$ cat src/verilog/dfm_pkg.sv
// constants and types shared by the drive fault manager
// Summary of operation
// - any error walks the drive through fault reaction into the fault state
// - each detected error stays latched until a fault reset or power-off
// - any latched error sets the summary error flag in the state register
// - per-error latched detail is readable over the register bus
// - fault reset clears an error only once its condition has gone
// - after a successful reset the drive rests in switch-on-disabled
// - following error can be masked; masked it neither stops motion nor latches
// - undervoltage keeps the drive not ready and has no mask
// - timer-qualified errors show a warning while their timer runs
// - over-temperature latches only after staying active longer than its time
// - field bus communication failure raises its own fault
// - deviation above the following-error limit raises the following fault
package dfm_pkg;

  // error source indices within the detail vector
  localparam int ERR_N         = 12;
  localparam int ERR_UNDERVOLT = 0;
  localparam int ERR_OVERVOLT  = 1;
  localparam int ERR_OVERCURR  = 2;
  localparam int ERR_BALLAST   = 3;
  localparam int ERR_FEEDBACK  = 4;
  localparam int ERR_I2T       = 5;
  localparam int ERR_FOLLOW    = 6;
  localparam int ERR_EEPROM    = 7;
  localparam int ERR_FIELDBUS  = 8;
  localparam int ERR_PROCEDURE = 9;
  localparam int ERR_OT_ELEC   = 10;
  localparam int ERR_OT_MOTOR  = 11;

  // register byte offsets
  localparam logic [7:0] OFS_CTRL       = 8'h00;
  localparam logic [7:0] OFS_STATE      = 8'h04;
  localparam logic [7:0] OFS_DETAIL     = 8'h08;
  localparam logic [7:0] OFS_WARN       = 8'h0C;
  localparam logic [7:0] OFS_FOLLOW_LIM = 8'h10;
  localparam logic [7:0] OFS_OT_ELEC_T  = 8'h14;
  localparam logic [7:0] OFS_OT_MOTOR_T = 8'h18;
  localparam logic [7:0] OFS_IRQ_STAT   = 8'h1C;
  localparam logic [7:0] OFS_IRQ_MASK   = 8'h20;

  // field positions
  localparam int CTRL_RESET_BIT  = 0;
  localparam int CTRL_SWON_BIT   = 1;
  localparam int CTRL_MASK_BIT   = 2;
  localparam int STATE_SUM_BIT   = 8;
  localparam int STATE_READY_BIT = 9;
  localparam int STATE_WARN_BIT  = 10;
  localparam int IRQ_FAULT_BIT   = 0;
  localparam int IRQ_WARN_BIT    = 1;
  localparam int IRQ_CLEAR_BIT   = 2;
  localparam int IRQ_W           = 3;

  // reset values
  localparam logic [31:0]      FOLLOW_LIM_RST = 32'h0000_1000;
  localparam logic [31:0]      OT_TIME_RST    = 32'h0000_2710;
  localparam logic [IRQ_W-1:0] IRQ_MASK_RST   = 3'h0;

  // bus answers
  localparam logic [1:0] RESP_OKAY   = 2'h0;
  localparam logic [1:0] RESP_SLVERR = 2'h2;

  // fault reaction time: least time, rounded up to whole cycles
  localparam int CLK_NS       = 10;
  localparam int REACT_NS     = 50;
  localparam int REACT_CYCLES = (REACT_NS + CLK_NS - 1) / CLK_NS;

  typedef enum logic [3:0] {
    DRV_DISABLED = 4'h1,
    DRV_READY    = 4'h2,
    DRV_REACT    = 4'h4,
    DRV_FAULT    = 4'h8
  } dfm_drive_type;

endpackage

$ cat src/verilog/dfm_err_latch.sv
// one sticky error bit: set wins over clear
`timescale 1ns/10ps
`default_nettype none
module dfm_err_latch (
  // clock and reset
  input  wire logic aclk,
  input  wire logic aresetn,
  input  wire logic ce,
  // control
  input  wire logic set,
  input  wire logic clr,
  // latched bit
  output logic      q
);

  typedef struct packed {
    logic err;
  } dfm_latch_state_type;

  dfm_latch_state_type s;
  dfm_latch_state_type next_s;

  always_comb begin
    next_s     = s;
    next_s.err = set | (s.err & ~clr);
  end

  always_ff @(posedge aclk) begin
    if (!aresetn) begin
      s <= '0;
    end else if (ce) begin
      s <= next_s;
    end
  end

  assign q = s.err;

endmodule
`default_nettype wire

$ cat src/verilog/dfm_qual_timer.sv
// qualification timer: warning while running, fault once expired
`timescale 1ns/10ps
`default_nettype none
module dfm_qual_timer #(
  parameter int CNT_W = 32
) (
  // clock and reset
  input  wire logic             aclk,
  input  wire logic             aresetn,
  input  wire logic             ce,
  // condition and programmed time in cycles
  input  wire logic             cond,
  input  wire logic [CNT_W-1:0] limit,
  // qualified results
  output logic                  warn,
  output logic                  fault
);

  typedef struct packed {
    logic [CNT_W-1:0] cnt;
  } dfm_timer_state_type;

  dfm_timer_state_type s;
  dfm_timer_state_type next_s;

  // cnt holds the number of earlier consecutive active cycles
  always_comb begin
    next_s = s;
    if (!cond) begin
      next_s.cnt = '0;
    end else if (s.cnt != '1) begin
      next_s.cnt = s.cnt + 1'b1;
    end
  end

  always_ff @(posedge aclk) begin
    if (!aresetn) begin
      s <= '0;
    end else if (ce) begin
      s <= next_s;
    end
  end

  // active for more than limit cycles
  assign fault = cond & (s.cnt >= limit);
  assign warn  = cond & ~fault;

endmodule
`default_nettype wire

$ cat src/verilog/dfm_top.sv
// drive fault manager with AXI4-Lite register access
`timescale 1ns/10ps
`default_nettype none
module dfm_top (
  // clock and reset
  input  wire logic        aclk,
  input  wire logic        aresetn,
  input  wire logic        ce,
  // axi4-lite write
  input  wire logic [7:0]  awaddr,
  input  wire logic        awvalid,
  output logic             awready,
  input  wire logic [31:0] wdata,
  input  wire logic [3:0]  wstrb,
  input  wire logic        wvalid,
  output logic             wready,
  output logic [1:0]       bresp,
  output logic             bvalid,
  input  wire logic        bready,
  // axi4-lite read
  input  wire logic [7:0]  araddr,
  input  wire logic        arvalid,
  output logic             arready,
  output logic [31:0]      rdata,
  output logic [1:0]       rresp,
  output logic             rvalid,
  input  wire logic        rready,
  // error conditions, levels
  input  wire logic        under_volt,
  input  wire logic        over_volt,
  input  wire logic        over_curr,
  input  wire logic        ballast_err,
  input  wire logic        feedback_err,
  input  wire logic        i2t_err,
  input  wire logic        eeprom_err,
  input  wire logic        fieldbus_fail,
  input  wire logic        procedure_err,
  input  wire logic        ot_elec,
  input  wire logic        ot_motor,
  input  wire logic [31:0] pos_dev,
  // drive status
  output logic             drive_ready,
  output logic             fault_summary,
  output logic             stop_motion,
  output logic [1:0]       temp_warning,
  output logic             irq
);

  localparam int N = dfm_pkg::ERR_N;

  typedef struct packed {
    logic                         awready;
    logic                         wready;
    logic                         bvalid;
    logic [1:0]                   bresp;
    logic                         arready;
    logic                         rvalid;
    logic [1:0]                   rresp;
    logic [31:0]                  rdata;
    logic                         aw_held;
    logic                         w_held;
    logic [7:0]                   awaddr;
    logic [31:0]                  wdata;
    logic [3:0]                   wstrb;
    logic                         mask_follow;
    logic [31:0]                  follow_lim;
    logic [31:0]                  ot_elec_t;
    logic [31:0]                  ot_motor_t;
    logic [dfm_pkg::IRQ_W-1:0]    irq_stat;
    logic [dfm_pkg::IRQ_W-1:0]    irq_mask;
    dfm_pkg::dfm_drive_type       drive;
    logic [2:0]                   react_cnt;
    logic                         summary;
    logic                         ready;
    logic                         stop;
    logic [1:0]                   warn;
    logic                         irq;
  } dfm_top_state_type;

  localparam dfm_top_state_type RST = '{
    drive:      dfm_pkg::DRV_DISABLED,
    follow_lim: dfm_pkg::FOLLOW_LIM_RST,
    ot_elec_t:  dfm_pkg::OT_TIME_RST,
    ot_motor_t: dfm_pkg::OT_TIME_RST,
    irq_mask:   dfm_pkg::IRQ_MASK_RST,
    default:    '0
  };

  dfm_top_state_type s;
  dfm_top_state_type next_s;

  logic [N-1:0]  cond;
  logic [N-1:0]  err_set;
  logic [N-1:0]  err_clr;
  logic [N-1:0]  err_q;
  logic [31:0]   dev_mag;
  logic [1:0]    q_warn;
  logic [1:0]    q_fault;
  logic          aw_fire;
  logic          w_fire;
  logic          ar_fire;
  logic          do_wr;
  logic [7:0]    wa;
  logic [7:0]    ra;
  logic [31:0]   wd;
  logic [3:0]    ws;
  logic          wr_reset;
  logic          wr_swon;
  logic          any_err;
  logic [31:0]   rd;
  logic          rd_ok;
  logic          wr_ok;

  function automatic logic [31:0] merge(input logic [31:0] old, input logic [31:0] d, input logic [3:0] st);
    logic [31:0] r;
    r = old;
    for (int b = 0; b < 4; b++) begin
      if (st[b]) begin
        r[b*8 +: 8] = d[b*8 +: 8];
      end
    end
    return r;
  endfunction

  // error conditions, one bit per source
  always_comb begin
    dev_mag                      = pos_dev[31] ? (~pos_dev + 32'h1) : pos_dev;
    cond                         = '0;
    cond[dfm_pkg::ERR_UNDERVOLT] = under_volt;
    cond[dfm_pkg::ERR_OVERVOLT]  = over_volt;
    cond[dfm_pkg::ERR_OVERCURR]  = over_curr;
    cond[dfm_pkg::ERR_BALLAST]   = ballast_err;
    cond[dfm_pkg::ERR_FEEDBACK]  = feedback_err;
    cond[dfm_pkg::ERR_I2T]       = i2t_err;
    // masking removes the condition itself, so motion is not stopped either
    cond[dfm_pkg::ERR_FOLLOW]    = (dev_mag > s.follow_lim) & ~s.mask_follow;
    cond[dfm_pkg::ERR_EEPROM]    = eeprom_err;
    cond[dfm_pkg::ERR_FIELDBUS]  = fieldbus_fail;
    cond[dfm_pkg::ERR_PROCEDURE] = procedure_err;
    cond[dfm_pkg::ERR_OT_ELEC]   = ot_elec;
    cond[dfm_pkg::ERR_OT_MOTOR]  = ot_motor;
    err_set                      = cond;
    err_set[dfm_pkg::ERR_OT_ELEC]  = q_fault[0];
    err_set[dfm_pkg::ERR_OT_MOTOR] = q_fault[1];
    err_clr = {N{wr_reset}} & ~cond;
  end

  dfm_qual_timer #(.CNT_W(32)) u_ot_elec (
    .aclk    (aclk),
    .aresetn (aresetn),
    .ce      (ce),
    .cond    (ot_elec),
    .limit   (s.ot_elec_t),
    .warn    (q_warn[0]),
    .fault   (q_fault[0])
  );

  dfm_qual_timer #(.CNT_W(32)) u_ot_motor (
    .aclk    (aclk),
    .aresetn (aresetn),
    .ce      (ce),
    .cond    (ot_motor),
    .limit   (s.ot_motor_t),
    .warn    (q_warn[1]),
    .fault   (q_fault[1])
  );

  for (genvar i = 0; i < N; i++) begin : g_err
    dfm_err_latch u_latch (
      .aclk    (aclk),
      .aresetn (aresetn),
      .ce      (ce),
      .set     (err_set[i]),
      .clr     (err_clr[i]),
      .q       (err_q[i])
    );
  end

  // bus decode
  always_comb begin
    aw_fire  = awvalid & s.awready;
    w_fire   = wvalid & s.wready;
    ar_fire  = arvalid & s.arready;
    do_wr    = (s.aw_held | aw_fire) & (s.w_held | w_fire) & ~s.bvalid;
    wa       = s.aw_held ? {s.awaddr[7:2], 2'b00} : {awaddr[7:2], 2'b00};
    wd       = s.w_held ? s.wdata : wdata;
    ws       = s.w_held ? s.wstrb : wstrb;
    ra       = {araddr[7:2], 2'b00};
    wr_reset = do_wr & (wa == dfm_pkg::OFS_CTRL) & ws[0] & wd[dfm_pkg::CTRL_RESET_BIT];
    wr_swon  = do_wr & (wa == dfm_pkg::OFS_CTRL) & ws[0] & wd[dfm_pkg::CTRL_SWON_BIT];
    any_err  = |err_q;
    wr_ok    = (wa == dfm_pkg::OFS_CTRL) | (wa == dfm_pkg::OFS_FOLLOW_LIM) | (wa == dfm_pkg::OFS_OT_ELEC_T)
             | (wa == dfm_pkg::OFS_OT_MOTOR_T) | (wa == dfm_pkg::OFS_IRQ_MASK);
    rd       = '0;
    rd_ok    = 1'b1;
    case (ra)
      dfm_pkg::OFS_CTRL:       rd[dfm_pkg::CTRL_MASK_BIT] = s.mask_follow;
      dfm_pkg::OFS_STATE: begin
        rd[3:0]                      = s.drive;
        rd[dfm_pkg::STATE_SUM_BIT]   = s.summary;
        rd[dfm_pkg::STATE_READY_BIT] = s.ready;
        rd[dfm_pkg::STATE_WARN_BIT]  = |s.warn;
      end
      dfm_pkg::OFS_DETAIL:     rd[N-1:0] = err_q;
      dfm_pkg::OFS_WARN:       rd[1:0] = s.warn;
      dfm_pkg::OFS_FOLLOW_LIM: rd = s.follow_lim;
      dfm_pkg::OFS_OT_ELEC_T:  rd = s.ot_elec_t;
      dfm_pkg::OFS_OT_MOTOR_T: rd = s.ot_motor_t;
      dfm_pkg::OFS_IRQ_STAT:   rd[dfm_pkg::IRQ_W-1:0] = s.irq_stat;
      dfm_pkg::OFS_IRQ_MASK:   rd[dfm_pkg::IRQ_W-1:0] = s.irq_mask;
      default:                 rd_ok = 1'b0;
    endcase
  end

  always_comb begin
    logic [dfm_pkg::IRQ_W-1:0] ev;
    ev     = '0;
    next_s = s;
    // write channel: address and data taken in either order
    if (aw_fire) begin
      next_s.aw_held = 1'b1;
      next_s.awaddr  = awaddr;
    end
    if (w_fire) begin
      next_s.w_held = 1'b1;
      next_s.wdata  = wdata;
      next_s.wstrb  = wstrb;
    end
    if (s.bvalid & bready) begin
      next_s.bvalid = 1'b0;
    end
    if (do_wr) begin
      next_s.aw_held = 1'b0;
      next_s.w_held  = 1'b0;
      next_s.bvalid  = 1'b1;
      next_s.bresp   = wr_ok ? dfm_pkg::RESP_OKAY : dfm_pkg::RESP_SLVERR;
      case (wa)
        dfm_pkg::OFS_CTRL: begin
          if (ws[0]) begin
            next_s.mask_follow = wd[dfm_pkg::CTRL_MASK_BIT];
          end
        end
        dfm_pkg::OFS_FOLLOW_LIM: next_s.follow_lim = merge(s.follow_lim, wd, ws);
        dfm_pkg::OFS_OT_ELEC_T:  next_s.ot_elec_t = merge(s.ot_elec_t, wd, ws);
        dfm_pkg::OFS_OT_MOTOR_T: next_s.ot_motor_t = merge(s.ot_motor_t, wd, ws);
        dfm_pkg::OFS_IRQ_MASK: begin
          if (ws[0]) begin
            next_s.irq_mask = wd[dfm_pkg::IRQ_W-1:0];
          end
        end
        default: next_s.bresp = wr_ok ? dfm_pkg::RESP_OKAY : dfm_pkg::RESP_SLVERR;
      endcase
    end
    next_s.awready = ~next_s.aw_held & ~next_s.bvalid;
    next_s.wready  = ~next_s.w_held & ~next_s.bvalid;
    // read channel
    if (s.rvalid & rready) begin
      next_s.rvalid = 1'b0;
    end
    if (ar_fire) begin
      next_s.rvalid = 1'b1;
      next_s.rdata  = rd;
      next_s.rresp  = rd_ok ? dfm_pkg::RESP_OKAY : dfm_pkg::RESP_SLVERR;
    end
    next_s.arready = ~next_s.rvalid;
    // drive state machine
    case (s.drive)
      dfm_pkg::DRV_DISABLED: begin
        if (any_err) begin
          next_s.drive = dfm_pkg::DRV_REACT;
        end else if (wr_swon & ~under_volt) begin
          // goes to ready only on an explicit switch-on command, and only without undervoltage
          next_s.drive = dfm_pkg::DRV_READY;
        end
      end
      dfm_pkg::DRV_READY: begin
        if (any_err) begin
          next_s.drive = dfm_pkg::DRV_REACT;
        end
      end
      dfm_pkg::DRV_REACT: begin
        next_s.react_cnt = s.react_cnt + 3'h1;
        if (s.react_cnt == 3'(dfm_pkg::REACT_CYCLES - 1)) begin
          next_s.react_cnt = '0;
          next_s.drive     = dfm_pkg::DRV_FAULT;
        end
      end
      dfm_pkg::DRV_FAULT: begin
        if (!any_err) begin
          next_s.drive = dfm_pkg::DRV_DISABLED;
          ev[dfm_pkg::IRQ_CLEAR_BIT] = 1'b1;
        end
      end
      default: next_s.drive = dfm_pkg::DRV_DISABLED;
    endcase
    ev[dfm_pkg::IRQ_FAULT_BIT] = (next_s.drive == dfm_pkg::DRV_REACT) & (s.drive != dfm_pkg::DRV_REACT);
    ev[dfm_pkg::IRQ_WARN_BIT]  = |(q_warn & ~s.warn);
    // read clears the status, a same-cycle event still sets it
    if (ar_fire && ra == dfm_pkg::OFS_IRQ_STAT) begin
      next_s.irq_stat = '0;
    end
    next_s.irq_stat = next_s.irq_stat | ev;
    next_s.irq      = |(next_s.irq_stat & next_s.irq_mask);
    // status outputs
    next_s.summary = any_err;
    next_s.ready   = (next_s.drive == dfm_pkg::DRV_READY) & ~under_volt;
    next_s.stop    = (next_s.drive == dfm_pkg::DRV_REACT) | (next_s.drive == dfm_pkg::DRV_FAULT);
    next_s.warn    = q_warn;
  end

  always_ff @(posedge aclk) begin
    if (!aresetn) begin
      s <= RST;
    end else if (ce) begin
      s <= next_s;
    end
  end

  assign awready       = s.awready;
  assign wready        = s.wready;
  assign bvalid        = s.bvalid;
  assign bresp         = s.bresp;
  assign arready       = s.arready;
  assign rvalid        = s.rvalid;
  assign rresp         = s.rresp;
  assign rdata         = s.rdata;
  assign drive_ready   = s.ready;
  assign fault_summary = s.summary;
  assign stop_motion   = s.stop;
  assign temp_warning  = s.warn;
  assign irq           = s.irq;

  // checks
  localparam int REACT_D = dfm_pkg::REACT_CYCLES;
endmodule
`default_nettype wire

$ cat config.mk
export PLATFORM = sky130hd
export DESIGN_NAME = dfm_top
export DESIGN_NICKNAME = d
export VERILOG_FILES = /design/src/verilog/dfm_pkg.sv /design/src/verilog/dfm_err_latch.sv /design/src/verilog/dfm_qual_timer.sv /design/src/verilog/dfm_top.sv
export SDC_FILE = /design/constraint.sdc
export NUM_CORES = 1
export LEC_CHECK = 0
export ABC_AREA = 1
export CAP_MARGIN = 10
export CORE_ASPECT_RATIO = 1.4
export CORE_MARGIN = 8
export CORE_UTILIZATION = 30
export CTS_CLUSTER_SIZE = 30
export DETAILED_ROUTE_END_ITERATION = 16
export DONT_BUFFER_PORTS = 1
export PLACE_DENSITY = 0.54
export SLEW_MARGIN = 5
export SYNTH_ARGS = -nofsm -noshare
export SYNTH_HDL_FRONTEND = slang
export SYNTH_SLANG_ARGS = --single-unit
$ cat constraint.sdc
create_clock -name aclk -period 4.7 [get_ports aclk]
set_clock_uncertainty 0.05 [all_clocks]
set_input_delay 0.705 -clock aclk [delete_from_list [all_inputs] [get_ports aclk]]
set_output_delay 0.705 -clock aclk [all_outputs]
set_load 0.02 [all_outputs]
# == Word-level counts from Yosys, hierarchy flattened ==
# Cells that the tools add are included.
# word_totals
ff_bits,279
in_bits,103
out_inout_bits,47
word_cells,226
# classes
addsub,4
n_lt_le_gt_ge,3
eq_ne,25
n_mux,37
bitwise,80
n_reduce_logical,28
# ops
op,n
$mux 32,6
$add 32x1->32 const B,3
$ge 32x32->1,2
$ne 32x32->1 const B,2
$pmux 20 s3,1
$reduce_and 4->1,13
$mux 35,1
$and 1x1->1,33
$gt 32x32->1,1
$not 32->32,1
$pmux 4 s4,2
$eq 6x3->1 const B,4
$eq 8x5->1 const B,3
$not 1->1,21
$mux 4,5
$or 1x1->1,19
$pmux 2 s8,1
$mux 3,5
$pmux 3 s5,1
$reduce_and 2->1,7
$and 12x12->12,1
$eq 6x2->1 const B,2
$not 12->12,1
$reduce_or 12->1,1
other kinds (28),41

# == Logic depth before layout (Yosys ltp) ==
# logic_depth
ltp_word,16
ltp_mapped,22

# == By module ==
# A second synthesis with hierarchy kept.
# hier_totals
cells_unflattened,2662
hier_area_um2,17367.9
# modules_own_cells
mod,n_inst,cells_each,area_each_um2,seq_area_each_um2
dfm_top,1,1568,10812.9,3983.8
dfm_qual_timer at u_ot_elec,1,512,3030.4,640.6
dfm_qual_timer at u_ot_motor,1,510,2999.1,640.6
dfm_err_latch,12,6,43.8,20.0

# == Worst setup path before layout ==
# No wires, ideal clock.
# synth_timing
path_type,in2reg
from,input pos_dev[0]
to,register g_err[6].u_latch.s
arrival_time_ns,2.980
t_required_ns,4.518
setup_slack_ns,1.538
stages,20
n_path_buf,0
path_cell_list,inv_1 > ha_1 > inv_1 > nor3_2 > nand2_1 > nor3_2 > nand3_1 > nor2_2 > nand3_1 > nand2_1 > nand2_1 > xor2_1 > ha_1 > nand2_1 > nor2_1 > nand2_1 > nor4_1 > a311oi_1 > nand2_1 > a21oi_1
# synth_via
elab_chain_len,10
# synth_lines
item,line_no,source
from (decl),dfm_top.sv:40,"input wire logic [31:0] pos_dev,"
$not 32->32,dfm_top.sv:127,dev_mag = pos_dev[31] ? (~pos_dev + 32'h1) : pos_dev;
$add 32x1->32,dfm_top.sv:127,
$mux 32 *,dfm_top.sv:127,
$gt 32x32->1 *,dfm_top.sv:136,cond[dfm_pkg::ERR_FOLLOW] = (dev_mag > s.follow_lim) & ~s.mask_follow;
$and 1x1->1 *,dfm_top.sv:136,
$not 12->12,dfm_top.sv:145,err_clr = {N{wr_reset}} & ~cond;
$and 12x12->12,dfm_top.sv:145,
$not 1->1,dfm_err_latch.sv:25,next_s.err = set | (s.err & ~clr);
$and 1x1->1,dfm_err_latch.sv:25,
$or 1x1->1 *,dfm_err_latch.sv:25,
to (signal assigned),dfm_err_latch.sv:32,s <= next_s;
to (decl),dfm_err_latch.sv:20,dfm_latch_state_type s;
# Mark *: on every way between the ends. The rest lies on a longest branch, timed or not.
# A chain may end at the register's enable or synchronous reset.

# == Final worst setup path ==
# Ends and elaborated chain as after synthesis.

==> impl_metrics.toml <==
[status]
status = "finished clean"

[power_and_ir_drop]
power_frac_comb = 0.077
switching_share = 0.251
peakVddDrop_mv = 0.245
p_leak_nw = 6.41
switchingPower_mw = 1.32
powerDensity_mw_per_mm2 = 304
seqPwrFrac = 0.458
p_int_mw = 3.94
clockPowerShare = 0.464

[critical_path]
start_kind = "primary input"
cp_num_cells = 21
reg2regPathDepth = 5
crit_top_cell = "nand2_1"
worstSetupEndpointType = "flip-flop"
path_class = "in -> reg"
max_stage_delay_ns = 0.39
cpLargestDelayFamily = "simple AND/OR/NAND/NOR gates"
slowest_stage = "nor2_2"
crit_fanout = 4
arrival_ns = 3.86
path_buf_inv = 3
required_ns = 5.08
cp_cell_sequence = "inv_1 -> ha_1 -> inv_1 -> nor3_2 -> nand2_1 -> nor3_2 -> nand3_1 -> nor2_2 -> nand3_1 -> nand2_1 -> nand2_1 -> xor2_1 -> ha_1 -> nand2_1 -> nor2_1 -> nand2_1 -> nor4_1 -> buf_4 -> a311oi_1 -> nand2_1 -> a21oi_1"

[placement]
hpwl_um = 42500
io_buffer_count = 0
place_congestion = 0.893
placed_cells = 2909

[logic_synthesis]
yosysSeqAreaShare = 0.343
synth.avg_cell_area_um2 = 6.94
async_flop_share = 0
ys_warn_count = 0
ys.flop_type = "dfxtp_1"
synth.most_common_cell = "nand2_1"
ys_types = 48
ys_ff_latch = 275
yosysTopAreaCell = "dfxtp_1"
synthesis.area_mm2 = 0.0160
synth-edff-count = 0
synthTopCellsByArea = "dfxtp_1, a21oi_1, nand2_1"
syn-instance-count = 2311
synthTopCellsByCount = "nand2_1, a21oi_1, inv_1, dfxtp_1, o21ai_0"
synth_top_area_frac = 0.343

[sta]
finalSetupViolCount = 0
tns_ns = 0
fin_crit_sh = 0.740
finalMaxSlewViolations = 0
max-slew-margin-rel = 0.185
rsz0062_at_grt = "no"
hold_slack_ns = 0.199
fmax_ghz = 0.288
hold_viol_final = 0
period_needed_ns = 3.48
worst_pin_slew_ns = 1.22

[die]
std_cell_rows = 100
die_w_um = 211
num_io_pins = 150
initial_core_util = 0.302
fp.dieH_um = 290
dieArea_mm2 = 0.0612
core_mm2 = 0.0531

[run]
max_cap_violations = 0

[clocking]
clk_path_buf_depth = 3
cts.clk_slew.worst_paths_ns = 0.07
clkSinkCount = 275
tritoncts = "built"
cts_hold_buf = 0
cts_root_buf = "clkbuf_16"
htree_num_levels = 1
post_cts.repair.setup_buffers = 0
cts_buffers = 28
cts_resized = 0
insertion_delay_ns = 0.56

[cells_and_area]
drive_gt1_frac = 0.0481
layout.nets = 2429
finalNonFillerCells = 2959
antenna_cells = 0
syn2layout_area_growth_pct = 7.95

[routing]
ant_nets = 0
wl_um = 54600
num_vias = 14800
drc = 0
detail_route.wl_per_cell_um = 18.4
vias_per_cell = 5.00
drt-initial-drc-count = 918
firstDrtPassIters = 6

[global_route]
grt_pass1_vias = 14300
grt_max_degree = 160
overflow = 0
antenna_found_initial = 0
grt_usage = 0.173
grt_pass1_wl_um = 82900

[min_path]
hold_path.class = "in -> reg"
worst_hold_path.num_cells = 1
## registers in the layout, summed over array words and instances, names as in the netlist
signal	flops
rresp	1
u_ot_elec.s	32
wready	1
drive_ready	1
g_err.u_latch.q	12
rvalid	1
s	154
arready	1
irq	1
awready	1
fault_summary	1
rdata	32
temp_warning	2
bresp	1
u_ot_motor.s	32
stop_motion	1
bvalid	1
## per-stage QoR
step	total power, mW	cell area, um2	setup WS [ns]	utilization
6_report	5.25	17300	1.22	0.326
5_1_grt	5.46	17300	0.989	0.326
4_1_cts	5.32	17300	1.19	0.326
3_5_place_dp	2.87	16300	0.599	0.308
3_3_place_gp	2.86	16300	0.722	0.308
2_1_floorplan	2.77	16000	1.54	-
## power groups by stage
stage / clock, mW / sequential, mW / combinational [mW]
global route: 2.59 / 2.41 / 0.463
detailed placement: 0 / 2.46 / 0.406
CTS: 2.50 / 2.41 / 0.408
floorplan: 0 / 2.44 / 0.323
global placement: 0 / 2.46 / 0.399
finish: 2.44 / 2.41 / 0.406
## final timing paths
check / from / slack (ns) / endpoint
setup / recovery: pos_dev[0] / 1.22 / g_err[6].u_latch.q$_SDFFE_PN0P_
hold / removal: ce / 0.20 / s[14]$_SDFFE_PN0P_
hold reg to reg: s[133]$_SDFFE_PN0P_ / 0.39 / s[133]$_SDFFE_PN0P_
setup reg to reg: s[160]$_SDFFE_PN0P_ / 1.95 / s[92]$_SDFFE_PN0P_
## final cells by class
cell class / instances / area, um2
clock buffers: 40 / 827
clock inverters: 10 / 163
fillers: 5759 / 35700
inverters: 318 / 1190
multi-input cells: 1590 / 8640
flip-flops and latches: 275 / 5510
well taps: 714 / 893
repair buffers: 12 / 90.1
## worst register-to-register path: cells and delay by family (launching register included)
kind	cells	cell delay (ns)
DFF	1	0.65
AOI/OAI and AO/OA	3	1.19
buffers and inverters	2	0.81
## cell families (layout without fill, tap and decap cells)
family                     count (synthesis)  after routing  synth area share
and+or+nand+nor                          771            771             0.207
AOI/OAI and AO/OA                        652            652             0.216
buffers and inverters                    447            380             0.119
DFF                                      275            275             0.343
adders and majority gates                101            101            0.0788
xor gates and xnor gates                  64             64            0.0350
other                                      1              2          0.000234
## placed cells by master (no fill, tap or decap), drive strengths merged, types with 5 or more instances in the layout
master	n
clkinv	5
xnor2	18
nand4	26
nand3	52
nor4	20
nand2	369
buf	12
xor2	46
o22ai	41
a21oi	303
a211oi	5
ha	101
clkbuf	40
nor2	212
nor3	86
inv	317
o21ai	263
dfxtp	275
o211ai	18
## layer usage
| metal | wire (um) | GRT usage |
|---|---|---|
| met1 | 22300 | 0.202 |
| met2 | 27600 | 0.315 |
| met3 | 2720 | 0.0257 |
| met4 | 1900 | 0.0646 |
| met5 | 0 | 0 |
(Power assumes the default switching activity.)
